==> config.mk <==
export PLATFORM = sky130hd
export DESIGN_NAME = srs_serial_slave
export DESIGN_NICKNAME = d
export VERILOG_FILES = /design/src/hw/srs_pkg.sv /design/src/hw/srs_serial_slave.sv
export SDC_FILE = /design/constraint.sdc
export NUM_CORES = 1
export LEC_CHECK = 0
export BUFFER_PORTS_ARGS = -buffer_cell sky130_fd_sc_hd__buf_2
export CORE_ASPECT_RATIO = 0.5
export CORE_UTILIZATION = 40
export CTS_CLUSTER_DIAMETER = 80
export DETAILED_ROUTE_END_ITERATION = 16
export GPL_TIMING_DRIVEN = 0
export SYNTH_ARGS = -nofsm -noshare
export SYNTH_HDL_FRONTEND = slang
export SYNTH_SLANG_ARGS = --single-unit
==> constraint.sdc <==
create_clock -name clk -period 2.2 [get_ports clk]
set_clock_uncertainty 0.1 [all_clocks]
set_input_delay 0.44 -clock clk [delete_from_list [all_inputs] [get_ports clk]]
set_output_delay 0.44 -clock clk [all_outputs]
set_load 0.03 [all_outputs]
==> src/hw/srs_pkg.sv <==
package srs_pkg;

  // System clock period and the spike width that the input filter must swallow.
  localparam int CLK_PS = 8000;
  localparam int SPIKE_NS = 50;
  localparam int SPIKE_CYC = (SPIKE_NS * 1000 + CLK_PS - 1) / CLK_PS;
  localparam int FILT_W = $clog2(SPIKE_CYC + 1);
  localparam logic [FILT_W-1:0] FILT_LIMIT = FILT_W'(SPIKE_CYC);

  // Fastest serial clock the protocol logic is sized for.
  localparam int MAX_SCL_KHZ = 1000;

  // Fixed upper six bits of the seven-bit slave address.
  localparam logic [5:0] SLAVE_ADDR_HI = 6'h1D;

  // Bit count that closes a byte, and the reset value of every register.
  localparam logic [3:0] BYTE_BITS = 4'h8;
  localparam logic [7:0] REG_RESET = 8'h00;
  localparam logic [7:0] PTR_RESET = 8'h00;

  // Register map.
  localparam logic [7:0] REG_RESERVED_A = 8'h00;
  localparam logic [7:0] REG_RESERVED_B = 8'h01;
  localparam logic [7:0] REG_BUS_SCRATCH_TEST = 8'h02;
  localparam logic [7:0] REG_INTERRUPT_STATE = 8'h03;
  localparam logic [7:0] REG_SYNC_DETECT_STATE = 8'h04;
  localparam logic [7:0] REG_FRAME_LINE_COUNT_LOW = 8'h05;
  localparam logic [7:0] REG_FRAME_LINE_COUNT_HIGH = 8'h06;
  localparam logic [7:0] REG_LINE_PERIOD_COUNT_LOW = 8'h07;
  localparam logic [7:0] REG_LINE_PERIOD_COUNT_HIGH = 8'h08;
  localparam logic [7:0] REG_PROBE_ROW_LOW = 8'h09;
  localparam logic [7:0] REG_PROBE_ROW_HIGH = 8'h0A;
  localparam logic [7:0] REG_PROBE_COLUMN_LOW = 8'h0B;
  localparam logic [7:0] REG_PROBE_COLUMN_HIGH = 8'h0C;
  localparam logic [7:0] REG_PROBE_COLOUR_LEVEL = 8'h0D;
  localparam logic [7:0] REG_PROBE_RED_SAMPLE = 8'h0E;
  localparam logic [7:0] REG_PROBE_GREEN_SAMPLE = 8'h0F;
  localparam logic [7:0] REG_PROBE_BLUE_SAMPLE = 8'h10;
  localparam logic [7:0] REG_DARK_ROW_COUNT_LOW = 8'h11;
  localparam logic [7:0] REG_DARK_COLUMN_COUNT_LOW = 8'h12;

  typedef enum logic [2:0] {
    SRS_IDLE = 3'h0,
    SRS_ADDR = 3'h1,
    SRS_ADDR_ACK = 3'h3,
    SRS_RX = 3'h2,
    SRS_RX_ACK = 3'h6,
    SRS_TX = 3'h7,
    SRS_TX_ACK = 3'h5,
    SRS_SKIP = 3'h4
  } srs_state_t;

  typedef struct packed {
    logic intr;
    logic [3:0] sync_flags;
    logic [10:0] frame_lines;
    logic [11:0] line_clocks;
    logic [7:0] red;
    logic [7:0] green;
    logic [7:0] blue;
    logic [7:0] dark_rows;
    logic [7:0] dark_columns;
  } srs_status_t;

  typedef struct packed {
    logic [10:0] row;
    logic [11:0] column;
    logic [7:0] colour;
  } srs_probe_t;

  typedef struct packed {
    logic stb;
    logic [7:0] addr;
    logic [7:0] data;
  } srs_wr_t;

  typedef struct packed {
    logic [1:0] scl_sync;
    logic [1:0] sda_sync;
    logic [1:0] sel_sync;
    logic [FILT_W-1:0] scl_cnt;
    logic [FILT_W-1:0] sda_cnt;
    logic scl;
    logic sda;
    logic scl_d;
    logic sda_d;
    srs_state_t fsm;
    logic [3:0] bits;
    logic [7:0] shift;
    logic [7:0] ptr;
    logic [7:0] scratch;
    logic rw;
    logic first;
    logic oe;
    srs_probe_t probe;
    srs_wr_t wr;
  } srs_regs_t;

endpackage

==> src/hw/srs_serial_slave.sv <==
`timescale 1ns/100ps
// Contract
// - Works with serial clock up to 1 MHz.
// - Spikes up to 50 ns are filtered out.
// - Slave only; clock line is input only.
// - Data line driven open drain only.
// - Data changes at clock low, sampled rising.
// - Data output released whenever bus is idle.
// - START detected and restarts byte framing.
// - Address 011101 plus select input bit.
// - Own address acknowledged on ninth clock.
// - First write byte loads register pointer.
// - Reads start at last addressed register.
// - Pointer advances after every data byte.
// - Receiver acknowledges every byte on ninth clock.
// - STOP ends transfer, device returns idle.
// - Repeated START restarts address decoding.
// - Registers take effect immediately when written.
// - Storage writes allowed during active processing.
module srs_serial_slave (
  input wire logic clk,
  input wire logic rst,
  input wire logic ce,
  input wire logic scl_in,
  input wire logic sda_in,
  output logic sda_out,
  output logic sda_oe,
  input wire logic address_select_input,
  input srs_pkg::srs_status_t status,
  output srs_pkg::srs_probe_t probe,
  output srs_pkg::srs_wr_t ext_wr
);

  srs_pkg::srs_regs_t s;
  srs_pkg::srs_regs_t next_s;
  logic scl_rise;
  logic scl_fall;
  logic start_seen;
  logic stop_seen;
  logic [7:0] rd_byte;
  logic [6:0] own_addr;

  // A level change is accepted only after it has held longer than the spike width.
  function automatic logic [srs_pkg::FILT_W:0] filt_step(
    input logic level,
    input logic samp,
    input logic [srs_pkg::FILT_W-1:0] cnt
  );
    logic [srs_pkg::FILT_W:0] res;
    res = {level, {srs_pkg::FILT_W{1'b0}}};
    if (samp != level) begin
      if (cnt == srs_pkg::FILT_LIMIT) begin
        res = {samp, {srs_pkg::FILT_W{1'b0}}};
      end else begin
        res = {level, srs_pkg::FILT_W'(cnt + 1'b1)};
      end
    end
    return res;
  endfunction

  // Unmapped, reserved and write-only addresses read back as zero.
  function automatic logic [7:0] read_reg(
    input logic [7:0] ptr,
    input srs_pkg::srs_status_t st,
    input logic [7:0] scratch
  );
    logic [7:0] v;
    v = 8'h00;
    case (ptr)
      srs_pkg::REG_BUS_SCRATCH_TEST: begin
        v = scratch;
      end
      srs_pkg::REG_INTERRUPT_STATE: begin
        v = {7'h00, st.intr};
      end
      srs_pkg::REG_SYNC_DETECT_STATE: begin
        v = {4'h0, st.sync_flags};
      end
      srs_pkg::REG_FRAME_LINE_COUNT_LOW: begin
        v = st.frame_lines[7:0];
      end
      srs_pkg::REG_FRAME_LINE_COUNT_HIGH: begin
        v = {5'h00, st.frame_lines[10:8]};
      end
      srs_pkg::REG_LINE_PERIOD_COUNT_LOW: begin
        v = st.line_clocks[7:0];
      end
      srs_pkg::REG_LINE_PERIOD_COUNT_HIGH: begin
        v = {4'h0, st.line_clocks[11:8]};
      end
      srs_pkg::REG_PROBE_RED_SAMPLE: begin
        v = st.red;
      end
      srs_pkg::REG_PROBE_GREEN_SAMPLE: begin
        v = st.green;
      end
      srs_pkg::REG_PROBE_BLUE_SAMPLE: begin
        v = st.blue;
      end
      srs_pkg::REG_DARK_ROW_COUNT_LOW: begin
        v = st.dark_rows;
      end
      srs_pkg::REG_DARK_COLUMN_COUNT_LOW: begin
        v = st.dark_columns;
      end
      default: begin
        v = 8'h00;
      end
    endcase
    return v;
  endfunction

  assign scl_rise = s.scl & ~s.scl_d;
  assign scl_fall = ~s.scl & s.scl_d;
  assign start_seen = s.scl & s.scl_d & s.sda_d & ~s.sda;
  assign stop_seen = s.scl & s.scl_d & ~s.sda_d & s.sda;
  assign own_addr = {srs_pkg::SLAVE_ADDR_HI, s.sel_sync[1]};
  assign rd_byte = read_reg(s.ptr, status, s.scratch);

  always_comb begin
    next_s = s;
    next_s.scl_sync = {s.scl_sync[0], scl_in};
    next_s.sda_sync = {s.sda_sync[0], sda_in};
    next_s.sel_sync = {s.sel_sync[0], address_select_input};
    // The filter adds about 64 ns of delay, small against a 1 MHz bit time.
    {next_s.scl, next_s.scl_cnt} = filt_step(s.scl, s.scl_sync[1], s.scl_cnt);
    {next_s.sda, next_s.sda_cnt} = filt_step(s.sda, s.sda_sync[1], s.sda_cnt);
    next_s.scl_d = s.scl;
    next_s.sda_d = s.sda;
    next_s.wr.stb = 1'b0;
    if (start_seen) begin
      next_s.fsm = srs_pkg::SRS_ADDR;
      next_s.bits = 4'h0;
      next_s.oe = 1'b0;
    end else if (stop_seen) begin
      next_s.fsm = srs_pkg::SRS_IDLE;
      next_s.bits = 4'h0;
      next_s.oe = 1'b0;
    end else begin
      case (s.fsm)
        srs_pkg::SRS_ADDR,
        srs_pkg::SRS_RX: begin
          if (scl_rise && s.bits != srs_pkg::BYTE_BITS) begin
            next_s.shift = {s.shift[6:0], s.sda};
            next_s.bits = s.bits + 4'h1;
          end else if (scl_fall && s.bits == srs_pkg::BYTE_BITS) begin
            next_s.bits = 4'h0;
            if (s.fsm == srs_pkg::SRS_ADDR) begin
              if (s.shift[7:1] == own_addr) begin
                next_s.rw = s.shift[0];
                next_s.oe = 1'b1;
                next_s.fsm = srs_pkg::SRS_ADDR_ACK;
              end else begin
                next_s.fsm = srs_pkg::SRS_SKIP;
              end
            end else begin
              next_s.oe = 1'b1;
              next_s.fsm = srs_pkg::SRS_RX_ACK;
              if (s.first) begin
                next_s.ptr = s.shift;
                next_s.first = 1'b0;
              end else begin
                // Writes land at once, whatever the device is doing.
                next_s.wr = '{stb: 1'b1, addr: s.ptr, data: s.shift};
                next_s.ptr = s.ptr + 8'h01;
                case (s.ptr)
                  srs_pkg::REG_BUS_SCRATCH_TEST: begin
                    next_s.scratch = s.shift;
                  end
                  srs_pkg::REG_PROBE_ROW_LOW: begin
                    next_s.probe.row[7:0] = s.shift;
                  end
                  srs_pkg::REG_PROBE_ROW_HIGH: begin
                    next_s.probe.row[10:8] = s.shift[2:0];
                  end
                  srs_pkg::REG_PROBE_COLUMN_LOW: begin
                    next_s.probe.column[7:0] = s.shift;
                  end
                  srs_pkg::REG_PROBE_COLUMN_HIGH: begin
                    next_s.probe.column[11:8] = s.shift[3:0];
                  end
                  srs_pkg::REG_PROBE_COLOUR_LEVEL: begin
                    next_s.probe.colour = s.shift;
                  end
                  default: begin
                  end
                endcase
              end
            end
          end
        end
        srs_pkg::SRS_ADDR_ACK: begin
          if (scl_fall) begin
            next_s.bits = 4'h0;
            if (s.rw) begin
              next_s.shift = rd_byte;
              next_s.oe = ~rd_byte[7];
              next_s.fsm = srs_pkg::SRS_TX;
            end else begin
              next_s.oe = 1'b0;
              next_s.first = 1'b1;
              next_s.fsm = srs_pkg::SRS_RX;
            end
          end
        end
        srs_pkg::SRS_RX_ACK: begin
          if (scl_fall) begin
            next_s.oe = 1'b0;
            next_s.fsm = srs_pkg::SRS_RX;
          end
        end
        srs_pkg::SRS_TX: begin
          if (scl_rise) begin
            next_s.bits = s.bits + 4'h1;
          end else if (scl_fall) begin
            if (s.bits == srs_pkg::BYTE_BITS) begin
              next_s.oe = 1'b0;
              next_s.bits = 4'h0;
              next_s.ptr = s.ptr + 8'h01;
              next_s.fsm = srs_pkg::SRS_TX_ACK;
            end else begin
              next_s.shift = {s.shift[6:0], 1'b0};
              next_s.oe = ~s.shift[6];
            end
          end
        end
        srs_pkg::SRS_TX_ACK: begin
          if (scl_rise && s.sda) begin
            next_s.fsm = srs_pkg::SRS_SKIP;
          end else if (scl_fall) begin
            next_s.shift = rd_byte;
            next_s.oe = ~rd_byte[7];
            next_s.fsm = srs_pkg::SRS_TX;
          end
        end
        srs_pkg::SRS_SKIP,
        srs_pkg::SRS_IDLE: begin
          next_s.oe = 1'b0;
        end
        default: begin
          next_s.oe = 1'b0;
          next_s.fsm = srs_pkg::SRS_IDLE;
        end
      endcase
    end
  end

  always_ff @(posedge clk) begin
    if (rst) begin
      s <= '0;
      s.scl_sync <= 2'h3;
      s.sda_sync <= 2'h3;
      s.scl <= 1'b1;
      s.sda <= 1'b1;
      s.scl_d <= 1'b1;
      s.sda_d <= 1'b1;
      s.fsm <= srs_pkg::SRS_IDLE;
      s.ptr <= srs_pkg::PTR_RESET;
      s.scratch <= srs_pkg::REG_RESET;
    end else if (ce) begin
      s <= next_s;
    end
  end

  // The pin is only ever pulled low; a one is sent by releasing it.
  assign sda_out = 1'b0;
  assign sda_oe = s.oe;
  assign probe = s.probe;
  assign ext_wr = s.wr;

endmodule

==> reports/metrics.cfg <==
[placed_design]
dp_cells=1032
pre_cts_slack_ps=-516.9
port_buffers=122
dpl.hpwl_um=14160
gp_congestion=0.9099

[sta]
post-route-period-util_pct=103.5
period_needed_ps=2278
fin_setup_tns_ps=-101.1
slew_viol_final=0
worst_slack_ps=-78.05
hold_viol=0
holdWs_ps=212.1
tightest_slew_ps=833.0
slew_headroom_pct=44.47
fmax_ghz=0.4390
rsz0062_at_grt=true
setup_viol=3

[cts]
holdBufCountCts=0
cts_tree=yes
clockBufferDepth=2
cts_made_buffers=9
h-tree-depth=3
clock-sinks=98
clock_latency_ps=350
cts_root_buf=clkbuf_16
clk_pin_slew_worst_paths_ps=80

[drt]
drc=0
routed_wl_um=19740
drt_iter0_drc=490
vias=6011
wl_per_cell_um=18.40
detail-route-antenna-nets=0
viasPerCell=5.602
dr.pass1.iters=6

[power]
powerDensity_mw_per_mm2=453.3
finalPower_w=0.003538
p_leak_nw=3.539
vdd_ir_drop_max_uv=377.7

[min_path]
hold_class=in2reg

[synthesis]
ys_types=83
ys_ff_latch=98
synthCells=712
async_flop_share_pct=0
yosysTopAreaCell=dfxtp_1
yosys-top-cells-area=dfxtp_1, mux2i_1, buf_4
syn-num-nets=799
synth_top_cell_area_share_pct=32.56
yosysWarnings=0
synth.yosys.seq_area_share_pct=32.56
synth_edf_count=0
synth_ff_type=dfxtp_1
netlist_area_mm2=0.006026
avgSynthCellArea_um2=8.463

[layout]
nets=957
syn2layout_area_growth_pct=29.51
fin_cells=1073
n_antenna_cell=0
drive_above_1_share_pct=36.69

[grt]
grt_pass1_vias=5334
antenna_found_initial=0
grt_max_degree=19
grt_pass1_wl_um=29780
overflow=0
track_usage_pct=25.06

[worst_setup_path]
worstPathCellList=inv_4 > ha_4 > buf_6 > a222oi_1 > and4b_1 > a31o_2 > o311ai_4 > a311oi_2
crit_type=reg2reg
reg2reg_slack_ps=-80
crit_slowest_cell=dfxtp_4
crit_path_max_fanout=8
startpoint_type=register
end_kind=register
max_stage_delay_ps=390
critPathArrivalTime_ps=2380
crit_required_ps=2310

[floorplan]
die_w_um=175.6
die_y_um=88.79
io-pin-count=124
rows=31
coreArea_mm2=0.01458
dieArea_mm2=0.01559
start_util_pct=41.32

[run]
max_cap_viol_count=0

[outcome]
violations=negative setup slack
status=complete, but fails checks

==> registers in the layout, summed over array words and instances (netlist names) <==
register,count
ext_wr,17
s,43
next_s,5
probe,31
own_addr,1
sda_oe,1
==> where the power goes <==
part	switching [W]	leakage, nW	internal, W	total (W)
Combinational	0.000113	2.60	0.0000835	0.000196
Sequential	0.00000462	0.792	0.00178	0.00178
Clock	0.000769	0.144	0.000793	0.00156
==> final cells by class <==
| cell class | instances | area (um^2) |
|---|---|---|
| fill | 1456 | 6780 |
| multi-input combinational | 491 | 3618 |
| sequential | 98 | 1976 |
| timing repair buffer | 149 | 833.3 |
| buffer | 104 | 769.5 |
| tap | 198 | 247.7 |
| clock buffer | 9 | 225.2 |
| inverter | 17 | 71.32 |
| clock inverter | 7 | 62.56 |
==> synth_stat cells, drive strengths merged, types with 5 or more instances <==
library cell	count
dfxtp	98
nand2	80
buf	78
nor2	58
mux2i	55
a21oi	47
clkbuf	27
nand3	26
o21ai	20
inv	16
a22oi	14
ha	13
a311oi	11
o211ai	10
and3	9
nand4	9
nor3	9
a222oi	8
nor2b	8
nand4b	7
o32ai	6
o21a	5
o22ai	5
==> per-layer routing <==
| metal | routed length, um | track usage, % | up-vias |
|---|---|---|---|
| li1 | - | - | 2862 |
| met1 | 9803 | 36.49 | 2874 |
| met2 | 8331 | 39.24 | 257 |
| met3 | 1430 | 3.952 | 18 |
| met4 | 176 | 4.585 | 0 |
| met5 | 0 | 0 | - |
==> placed cells by master (no fill, tap or decap), types with 9 or more instances in the layout <==
master / Yosys / final
inv_1: 16 / 12
nor2_1: 58 / 57
nand3_1: 23 / 20
clkbuf_16: 0 / 9
clkbuf_1: 27 / 17
o21ai_0: 17 / 15
buf_6: 10 / 15
dfxtp_1: 98 / 93
mux2i_1: 55 / 55
a22oi_1: 14 / 14
nand2_1: 80 / 79
o211ai_1: 9 / 9
a21oi_1: 46 / 45
buf_4: 51 / 79
buf_2: 13 / 126
==> path summary, 6_finish.rpt <==
check                                        startpoint                      end  depth (start not counted)
worst max-delay path                 s[60]$_SDFFE_PP0P_       s[69]$_SDFFE_PP0P_                          8
worst min-delay path                             scl_in  next_s[97]$_SDFFE_PP1P_                          3
worst max register to register       s[60]$_SDFFE_PP0P_       s[69]$_SDFFE_PP0P_                          8
worst min register to register  ext_wr[12]$_SDFFE_PP0P_  ext_wr[12]$_SDFFE_PP0P_                          2
==> per-stage QoR <==
step	instance area, um^2	utilization (%)
2_1_floorplan	6026	-
3_3_place_gp	6884	47.20
3_5_place_dp	6884	47.20
4_1_cts	7411	50.82
5_1_grt	7804	53.51
6_report	7804	53.51
==> repair_timing <==
item                                    in CTS  in global routing
pin swaps                                   14                 27
gates resized for setup                     52                 67
setup buffers                                9                 18
endpoints found under the setup margin      75                 75
==> cell families (layout without fill, tap and decap cells) <==
| logic type | Yosys count | after routing | share of synthesized area [%] |
|---|---|---|---|
| flip-flops | 98 | 98 | 32.56 |
| XOR/XNOR | 7 | 7 | 1.017 |
| AO/OA/AOI/OAI | 173 | 173 | 21.14 |
| other | 1 | 1 | 0.06223 |
| multiplexers | 58 | 58 | 9.697 |
| adder cells (fa/ha/maj) | 13 | 13 | 2.699 |
| buffers and inverters | 123 | 286 | 12.46 |
| AND/OR/NAND/NOR | 239 | 239 | 20.37 |
==> critical path: cells and delay by family (launching register included) <==
family / cells / cell delay [ps]
flops: 1 / 390
buf+inv: 2 / 180
simple gates: 1 / 250
compound gates: 4 / 1080
fa+ha+maj: 1 / 140
(Power assumes the default switching activity.)
